[config.mk]
export PLATFORM = sky130hd
export DESIGN_NAME = attc_cfg
export DESIGN_NICKNAME = d
export VERILOG_FILES = /design/src/attc_pkg.sv /design/src/attc_window_cmp.sv /design/src/attc_cfg.sv
export SDC_FILE = /design/constraint.sdc
export NUM_CORES = 1
export LEC_CHECK = 0
export ABC_AREA = 1
export BUFFER_PORTS_ARGS = -buffer_cell sky130_fd_sc_hd__buf_2
export CORE_ASPECT_RATIO = 0.5
export CORE_UTILIZATION = 47
export DETAILED_ROUTE_END_ITERATION = 16
export PLACE_DENSITY = 0.72
export RECOVER_POWER = 50
export SLEW_MARGIN = 20
export SYNTH_ARGS = -nofsm -noshare
export SYNTH_HDL_FRONTEND = slang
export SYNTH_SLANG_ARGS = --single-unit
[constraint.sdc]
create_clock -name mclk_i -period 34 [get_ports mclk_i]
set_input_delay 10.2 -clock mclk_i [delete_from_list [all_inputs] [get_ports mclk_i]]
set_output_delay 10.2 -clock mclk_i [all_outputs]
set_load 0.01 [all_outputs]
[src/attc_pkg.sv]
// shared constants for the autonomous threshold timer configuration block
package attc_pkg;
    localparam logic [7:0]  ADDR_TIMER_CFG  = 8'h27;
    localparam logic [7:0]  ADDR_UPPER_LO   = 8'h28;
    localparam logic [7:0]  ADDR_UPPER_HI   = 8'h29;
    localparam logic [7:0]  ADDR_LOWER_LO   = 8'h2a;
    localparam logic [7:0]  ADDR_LOWER_HI   = 8'h2b;
    localparam logic [7:0]  ADDR_UPPER_HYST = 8'h2c;
    localparam logic [7:0]  ADDR_LOWER_HYST = 8'h2d;
    localparam logic [7:0]  ADDR_ROUTE_CFG  = 8'h25;
    localparam logic [7:0]  RST_TIMER_CFG   = 8'h00;
    localparam logic [11:0] RST_LIMIT       = 12'h000;
    localparam logic [6:0]  RST_HYST        = 7'h00;
    localparam logic [1:0]  RST_ROUTE_ZERO  = 2'h1;
    localparam logic [1:0]  RST_ROUTE_ONE   = 2'h2;
    localparam int RATE_MSB   = 7;
    localparam int RATE_LSB   = 4;
    localparam int DELAY_MSB  = 3;
    localparam int DELAY_LSB  = 0;
    localparam int ROUTE0_LSB = 0;
    localparam int ROUTE1_LSB = 4;
    localparam int CLK_HZ     = 10_000_000;
    localparam int CNT_W      = 24;
    // sample period in ns for each rate code
    localparam int RATE_PERIOD_NS [16] = '{500, 1000, 3334, 10000, 30030, 100000,
        333334, 1000000, 2000000, 3003004, 4000000, 5000000, 6024097, 7142858,
        8000000, 9009010};
    // power-on delay in ns for each delay code
    localparam int DELAY_NS [16] = '{500, 1000, 3300, 10000, 30000, 100000, 330000,
        1000000, 2000000, 3000000, 4000000, 5000000, 6000000, 7000000, 8000000,
        9000000};
    localparam logic [1:0] ROUTE_NONE  = 2'h0;
    localparam logic [1:0] ROUTE_LOWER = 2'h1;
    localparam logic [1:0] ROUTE_UPPER = 2'h2;
    localparam logic [1:0] ROUTE_EITHER = 2'h3;
endpackage : attc_pkg

[src/attc_window_cmp.sv]
// window comparator with hysteresis driving the two crossing flags
module attc_window_cmp (
    input  wire logic        mclk_i,
    input  wire logic        rst_n_i,
    input  wire logic        sample_vld_i,
    input  wire logic [11:0] sample_i,
    input  wire logic        twos_comp_i,
    input  wire logic [11:0] upper_limit_i,
    input  wire logic [11:0] lower_limit_i,
    input  wire logic [6:0]  upper_hyst_i,
    input  wire logic [6:0]  lower_hyst_i,
    output logic             upper_flag_o,
    output logic             lower_flag_o
);
    typedef struct packed {
        logic upper;
        logic lower;
    } attc_cmp_s;

    attc_cmp_s st_r;
    attc_cmp_s st_nxt;

    // map to signed 14-bit so both codings compare alike
    function automatic logic signed [13:0] to_s(input logic [11:0] v, input logic tc);
        to_s = tc ? {{2{v[11]}}, v} : {2'b00, v} - 14'sd2048;
    endfunction

    logic signed [13:0] smp;
    logic signed [13:0] up_clr;
    logic signed [13:0] lo_clr;

    always_comb begin
        smp    = to_s(sample_i, twos_comp_i);
        up_clr = to_s(upper_limit_i, twos_comp_i) - $signed({7'b0, upper_hyst_i});
        lo_clr = to_s(lower_limit_i, twos_comp_i) + $signed({7'b0, lower_hyst_i});
        st_nxt = st_r;
        if (sample_vld_i) begin
            if (smp > to_s(upper_limit_i, twos_comp_i)) begin
                st_nxt.upper = 1'b1;
            end else if (smp < up_clr) begin
                st_nxt.upper = 1'b0;
            end
            if (smp < to_s(lower_limit_i, twos_comp_i)) begin
                st_nxt.lower = 1'b1;
            end else if (smp > lo_clr) begin
                st_nxt.lower = 1'b0;
            end
        end
    end

    always_ff @(posedge mclk_i or negedge rst_n_i) begin
        if (!rst_n_i) begin
            st_r <= '0;
        end else begin
            st_r <= st_nxt;
        end
    end

    assign upper_flag_o = st_r.upper;
    assign lower_flag_o = st_r.lower;
endmodule // attc_window_cmp

[src/attc_cfg.sv]
// threshold, hysteresis and sample timer configuration with flag routing

module attc_cfg (
    input  wire logic        mclk_i,
    input  wire logic        rst_n_i,
    input  wire logic        reg_wr_i,
    input  wire logic        reg_rd_i,
    input  wire logic [7:0]  reg_addr_i,
    input  wire logic [7:0]  reg_wdata_i,
    output logic      [7:0]  reg_rdata_o,
    input  wire logic        run_i,
    input  wire logic        companion_routed_i,
    input  wire logic        twos_comp_i,
    input  wire logic        result_vld_i,
    input  wire logic [11:0] result_i,
    output logic             companion_enable_output_o,
    output logic             sample_strobe_o,
    output logic             upper_crossing_flag_o,
    output logic             lower_crossing_flag_o,
    output logic             general_purpose_pin_zero_o,
    output logic             general_purpose_pin_one_o
);
    typedef enum logic [1:0] {ST_IDLE, ST_WAIT, ST_POWER} attc_state_e;

    // all state of the block except the comparator flags, registered as one word
    typedef struct packed {
        logic [7:0]  timer_cfg;
        logic [11:0] upper_lim;
        logic [11:0] lower_lim;
        logic [6:0]  upper_hyst;
        logic [6:0]  lower_hyst;
        logic [1:0]  route0;
        logic [1:0]  route1;
        logic [7:0]  rdata;
        attc_state_e state;
        logic [23:0] cnt;
        logic        comp_en;
        logic        strobe;
        logic        pin0;
        logic        pin1;
    } attc_s;

    attc_s st_r;
    attc_s st_nxt;
    logic  upper_flag;
    logic  lower_flag;

    function automatic logic [23:0] period_cyc(input logic [3:0] code);
        period_cyc = 24'((attc_pkg::RATE_PERIOD_NS[code] * (attc_pkg::CLK_HZ / 1_000_000))
                     / 1000);
    endfunction

    function automatic logic [23:0] delay_cyc(input logic [3:0] code);
        delay_cyc = 24'((attc_pkg::DELAY_NS[code] * (attc_pkg::CLK_HZ / 1_000_000) + 999)
                    / 1000);
    endfunction

    // enable lead due once fewer cycles than the delay remain
    function automatic logic lead_due(input logic [23:0] left, input logic [3:0] code);
        lead_due = left < delay_cyc(code);
    endfunction

    function automatic logic route(input logic [1:0] sel, input logic up, input logic lo);
        unique case (sel)
            attc_pkg::ROUTE_NONE:  route = 1'b0;
            attc_pkg::ROUTE_LOWER: route = lo;
            attc_pkg::ROUTE_UPPER: route = up;
            attc_pkg::ROUTE_EITHER: route = up | lo;
        endcase
    endfunction

    // crossing flags come straight from the comparator registers
    attc_window_cmp u_cmp (
        .mclk_i        (mclk_i),
        .rst_n_i       (rst_n_i),
        .sample_vld_i  (result_vld_i),
        .sample_i      (result_i),
        .twos_comp_i   (twos_comp_i),
        .upper_limit_i (st_r.upper_lim),
        .lower_limit_i (st_r.lower_lim),
        .upper_hyst_i  (st_r.upper_hyst),
        .lower_hyst_i  (st_r.lower_hyst),
        .upper_flag_o  (upper_flag),
        .lower_flag_o  (lower_flag)
    );

    // decoded fields of the timer register
    logic [3:0] rate_code;
    logic [3:0] delay_code;

    always_comb begin
        st_nxt     = st_r;
        rate_code  = st_r.timer_cfg[attc_pkg::RATE_MSB:attc_pkg::RATE_LSB];
        delay_code = st_r.timer_cfg[attc_pkg::DELAY_MSB:attc_pkg::DELAY_LSB];
        st_nxt.strobe = 1'b0;
        // byte writes, unmapped addresses ignored
        if (reg_wr_i) begin
            unique case (reg_addr_i)
                attc_pkg::ADDR_TIMER_CFG:  st_nxt.timer_cfg = reg_wdata_i;
                attc_pkg::ADDR_UPPER_LO:   st_nxt.upper_lim[7:0] = reg_wdata_i;
                attc_pkg::ADDR_UPPER_HI:   st_nxt.upper_lim[11:8] = reg_wdata_i[3:0];
                attc_pkg::ADDR_LOWER_LO:   st_nxt.lower_lim[7:0] = reg_wdata_i;
                attc_pkg::ADDR_LOWER_HI:   st_nxt.lower_lim[11:8] = reg_wdata_i[3:0];
                attc_pkg::ADDR_UPPER_HYST: st_nxt.upper_hyst = reg_wdata_i[6:0];
                attc_pkg::ADDR_LOWER_HYST: st_nxt.lower_hyst = reg_wdata_i[6:0];
                attc_pkg::ADDR_ROUTE_CFG: begin
                    st_nxt.route0 = reg_wdata_i[attc_pkg::ROUTE0_LSB +: 2];
                    st_nxt.route1 = reg_wdata_i[attc_pkg::ROUTE1_LSB +: 2];
                end
                default: ;
            endcase
        end
        // read data stands one cycle, zero otherwise
        st_nxt.rdata = 8'h00;
        if (reg_rd_i) begin
            unique case (reg_addr_i)
                attc_pkg::ADDR_TIMER_CFG:  st_nxt.rdata = st_r.timer_cfg;
                attc_pkg::ADDR_UPPER_LO:   st_nxt.rdata = st_r.upper_lim[7:0];
                attc_pkg::ADDR_UPPER_HI:   st_nxt.rdata = {4'h0, st_r.upper_lim[11:8]};
                attc_pkg::ADDR_LOWER_LO:   st_nxt.rdata = st_r.lower_lim[7:0];
                attc_pkg::ADDR_LOWER_HI:   st_nxt.rdata = {4'h0, st_r.lower_lim[11:8]};
                attc_pkg::ADDR_UPPER_HYST: st_nxt.rdata = {1'b0, st_r.upper_hyst};
                attc_pkg::ADDR_LOWER_HYST: st_nxt.rdata = {1'b0, st_r.lower_hyst};
                attc_pkg::ADDR_ROUTE_CFG:  st_nxt.rdata = {2'h0, st_r.route1, 2'h0, st_r.route0};
                default: st_nxt.rdata = 8'h00;
            endcase
        end
        unique case (st_r.state)
            ST_IDLE: begin
                st_nxt.comp_en = 1'b0;
                // a fresh run starts a full period before the first sample
                if (run_i) begin
                    st_nxt.state = ST_WAIT;
                    st_nxt.cnt   = period_cyc(rate_code) - 24'd1;
                end
            end
            // cnt holds the cycles left before the next sampling instant
            ST_WAIT: begin
                st_nxt.comp_en = 1'b0;
                if (!run_i) begin
                    st_nxt.state = ST_IDLE;
                end else if (st_r.cnt == 24'd0) begin
                    st_nxt.strobe = 1'b1;
                    st_nxt.cnt    = period_cyc(rate_code) - 24'd1;
                end else if (companion_routed_i && lead_due(st_r.cnt, delay_code)) begin
                    st_nxt.comp_en = 1'b1;
                    st_nxt.state   = ST_POWER;
                    st_nxt.cnt     = st_r.cnt - 24'd1;
                end else begin
                    st_nxt.cnt = st_r.cnt - 24'd1;
                end
            end
            // enable stands through the strobe cycle; a delay past the period keeps it up
            ST_POWER: begin
                if (!run_i) begin
                    st_nxt.state   = ST_IDLE;
                    st_nxt.comp_en = 1'b0;
                end else if (st_r.cnt == 24'd0) begin
                    st_nxt.strobe = 1'b1;
                    st_nxt.state  = ST_WAIT;
                    st_nxt.cnt    = period_cyc(rate_code) - 24'd1;
                end else begin
                    st_nxt.cnt = st_r.cnt - 24'd1;
                end
            end
            default: begin
                st_nxt.state   = ST_IDLE;
                st_nxt.comp_en = 1'b0;
            end
        endcase
        st_nxt.pin0 = route(st_r.route0, upper_flag, lower_flag);
        st_nxt.pin1 = route(st_r.route1, upper_flag, lower_flag);
    end

    // asynchronous reset loads the register defaults
    always_ff @(posedge mclk_i or negedge rst_n_i) begin
        if (!rst_n_i) begin
            st_r            <= '0;
            st_r.timer_cfg  <= attc_pkg::RST_TIMER_CFG;
            st_r.upper_lim  <= attc_pkg::RST_LIMIT;
            st_r.lower_lim  <= attc_pkg::RST_LIMIT;
            st_r.upper_hyst <= attc_pkg::RST_HYST;
            st_r.lower_hyst <= attc_pkg::RST_HYST;
            st_r.route0     <= attc_pkg::RST_ROUTE_ZERO;
            st_r.route1     <= attc_pkg::RST_ROUTE_ONE;
            st_r.state      <= ST_IDLE;
        end else begin
            st_r <= st_nxt;
        end
    end

    // every output is a register bit
    assign reg_rdata_o                = st_r.rdata;
    assign companion_enable_output_o  = st_r.comp_en;
    assign sample_strobe_o            = st_r.strobe;
    assign upper_crossing_flag_o      = upper_flag;
    assign lower_crossing_flag_o      = lower_flag;
    assign general_purpose_pin_zero_o = st_r.pin0;
    assign general_purpose_pin_one_o  = st_r.pin1;
endmodule // attc_cfg

==> impl.org <==
** Detailed routing
- In the detailed route, the total length drawn on met3 is 3.264 mm.
- Initial drt markers :: 1603
- For this block, wires on met1 add up to 27.54 mm.
- Routed signal wires occupy layers up through met5.
- Routed length per placed instance :: 13.50 µm
- Number of detailed-route iterations in the first pass :: 5
- Routed vias/inst :: 5.292
- Remaining routing DRC violations :: 0
- The routed design uses 25.17 mm of met2 wire.
- Total Wirelength :: 56.99 mm
- Once detail routing completed, the nets flagged for antenna violations numbered 0.
- The detailed router placed 22341 vias in this run.

** STA
- The max-slew violation total from the final report was 71.
- Aggregate negative setup slack :: 0 ns
- Slew margin rel. :: -156.7%
- After layout, the minimum clock period comes to 17.36 ns.
- On the final layout, the worst hold slack is 0.5074 ns.
- Portion of the clock cycle consumed by the worst path in the final layout :: 51.05%
- Post-route clock skew :: 0.02092 ns
- Setup violation total in the final timing report :: 0
- Fmax achieved :: 0.05762 GHz
- For the pin with the worst max-slew slack, the measured transition is 3.850 ns.
- RSZ-0062 raised after global routing :: no
- Count of endpoints failing hold in the final timing report :: 0

** Synthesis
- Of all flip-flops after synthesis, the portion carrying an async set or reset was 100.0%.
- Cells after synthesis :: 3613
- Summed over its instances, the top area cell type makes up 19.32% of the synthesized netlist area.
- After synthesis, the netlist uses 71 different library cells.
- Sequential elements use 10.90% of the synthesized area.
- In this run, synthesis produced a sequential element count of 90.
- Ranked by total cell area, the synthesized netlist is headed by nand2_1 19%, ha_1 12%, dfrtp_1 11%, inv_1 9.4%, nand3_1 8.5%.
- For this run, the leading register cell type out of synthesis is dfrtp_1.
- The Yosys step of the flow raised 0 warnings.
- Number of flops mapped to enable cells by yosys :: 0
- After synthesis, the mean cell area works out to 5.725 µm².
- The largest total area in the synthesized netlist belongs to nand2_1.
- In this run the cell area of the synthesized design comes to 20690 µm².

** Cells and area
- For this run, the share of the core covered by cells in the final layout is 50.91%.
- After filler insertion, the fill cell instance count of the layout stands at 4456.
- Post-layout instance area :: 21740 µm²
- For this run, the post-layout net count is 3875.
- Leaving out fill and tap cells, the most frequent cell in the layout is nand2_1.
- Fraction of layout instances using a drive strength above 1 :: 10.29%
- Area of the multi-input gates :: 15910 µm²
- Top library cells by usage in the layout, fill and taps aside :: 1065 x nand2_1, 516 x inv_1, 351 x nand3_1
- Storage element area :: 2255 µm²
- Relative area change from synthesis to final layout :: 5.105%

** Place
- Once placement finished, the instance area stood at 21440 µm².
- GP Congestion :: 0.9197
- Number of port buffers :: 49
- Post-detailed-placement half-perimeter wirelength :: 47.88 mm

** Clock tree
- Clock transition time at the flip-flop clock pins of the worst setup and hold paths :: 0.08 ns
- Number of clock sinks :: 90
- In this run the number of H-tree levels came out at 3.
- Clock tree synthesis inserted a total of 9 buffers.
- Root Driver :: clkbuf_16
- The longest clock path from root to sink contains 2 buffers.
- Worst-skew pair later-pin latency :: 0.37 ns
- Post-CTS Hold Buffers :: 0
- CTS-repair resized insts :: 0
- TritonCTS built the clock tree.
- Number of buffers inserted by post-CTS setup repair :: 0

** Status
- Failing checks :: capacitance limit, slew limit
- The run finished, with violations left.

** Worst setup path
- Counting stages on the worst path, the most repeated cell is nand2_1.
- Master of the slowest instance on the critical path :: nor3_1
- The worst setup path is captured at a register.
- The number of buffers and inverters on the critical path is 17.
- CP delay by family, top :: simple AND/OR/NAND/NOR gates
- Required time reported for the critical path endpoint :: 34.24 ns
- Worst setup path class :: reg -> reg
- Along the worst path, the maximum fanout reaches 12.
- The worst setup path is launched from a register.
- Data on the critical path arrives at its endpoint at 17.60 ns.
- In this design, the stage delay of the slowest critical-path cell is 0.53 ns.

** GRT
- The number of global-route vias before repair was 19979.
- Entering global routing, the biggest net connects 71 pins.
- The first global-routing pass estimated 94.42 mm of wire.
- Antenna violations before repair :: 3
- Remaining global-route overflow :: 0
- Global routing consumed, over all layers together, 25.02% of the routing resources.

** Floorplanning
- After floorplanning, the core was sized to cover 42710 µm².
- Width of the die :: 298.7 µm
- Site row count :: 53
- For this design the top-level I/O count stands at 50.
- Once the floorplan was initialized, standard cells occupied 48.44% of the core.
- The floorplan step defined a die boundary enclosing 44910 µm².
- Die height :: 150.3 µm

** Flow run
- The tool flagged a number of max-cap violations equal to 1.

** Min path
- The path class of the tightest hold or removal check is reg -> reg.
-- through the flow --
stage,instances,worst slack (ns)
6_report,4222,16.64
5_1_grt,4222,14.78
4_1_cts,4221,16.88
3_5_place_dp,4205,16.94
3_3_place_gp,4205,17.30
2_1_floorplan,3614,20.15
-- synthesized netlist by cell type (all sizes together), types with 8 or more instances --
| library cell | n |
|---|---|
| a211oi | 9 |
| a21o | 8 |
| a21oi | 151 |
| a221oi | 8 |
| a31oi | 14 |
| and2 | 11 |
| buf | 18 |
| clkbuf | 20 |
| clkinv | 14 |
| dfrtp | 88 |
| ha | 196 |
| inv | 591 |
| nand2 | 1193 |
| nand3 | 389 |
| nand3b | 16 |
| nand4 | 60 |
| nor2 | 365 |
| nor3 | 44 |
| nor4 | 9 |
| o211ai | 14 |
| o21ai | 187 |
| o21bai | 23 |
| o22ai | 13 |
| or2 | 9 |
| xnor2 | 26 |
| xor2 | 87 |
-- worst register-to-register path, delay by kind of cell (launching register included) --
kind | cells | cell delay [ns]
buf+inv | 17 | 1.47
fa+ha+maj | 4 | 1.40
simple gates | 91 | 10.93
compound gates | 13 | 2.20
xor+xnor | 3 | 0.76
flops | 1 | 0.52
-- final timing paths --
check	start	endpoint	slack [ns]	depth (start not counted)
hold / removal	st_r[40]	st_r[40]	0.51	2
hold reg to reg	st_r[40]	st_r[40]	0.51	2
min in group asynchronous	rst_n_i	st_r[65]	10.17	1
max in group asynchronous	rst_n_i	st_r[8]	19.48	2
setup / recovery	rate_code[1]	st_r[20]	16.64	128
setup reg to reg	rate_code[1]	st_r[20]	16.64	128
-- routing by layer --
metal  vias to the layer above  track usage [%]
li1                      11711                -
met1                     10054            34.03
met2                       506            42.25
met3                        66            3.420
met4                         4            5.230
met5                         -                0
-- cell type report --
cell class / instances / area share (%)
multi-input combinational: 2880 / 73.19
inverter: 605 / 10.46
sequential: 90 / 10.37
tap: 577 / 3.320
timing repair buffer: 53 / 1.168
clock buffer: 9 / 1.036
clock inverter: 7 / 0.4431
antenna: 1 / 0.01151
-- kinds of logic (layout without fill, tap and decap cells) --
group / Yosys count / count (layout) / synth area share [%]
and+or+nand+nor: 2099 / 2099 / 46.54
buffers and inverters: 644 / 674 / 12.19
AOI/OAI and AO/OA: 466 / 466 / 13.24
adders and majority gates: 200 / 200 / 12.24
xor gates and xnor gates: 113 / 113 / 4.875
DFF: 90 / 90 / 10.90
other: 1 / 3 / 0.01813
-- flip-flops by register name (all words and copies together), names as in the netlist --
register	count
rate_code	4
st_r	68
companion_enable_output_o	1
reg_rdata_o	8
u_cmp.upper_flag_o	1
general_purpose_pin_zero_o	1
u_cmp.lower_flag_o	1
delay_code	4
sample_strobe_o	1
general_purpose_pin_one_o	1
Power is not shown: default switching activity piles up to over one toggle a cycle in this logic, so the estimate is an artifact.
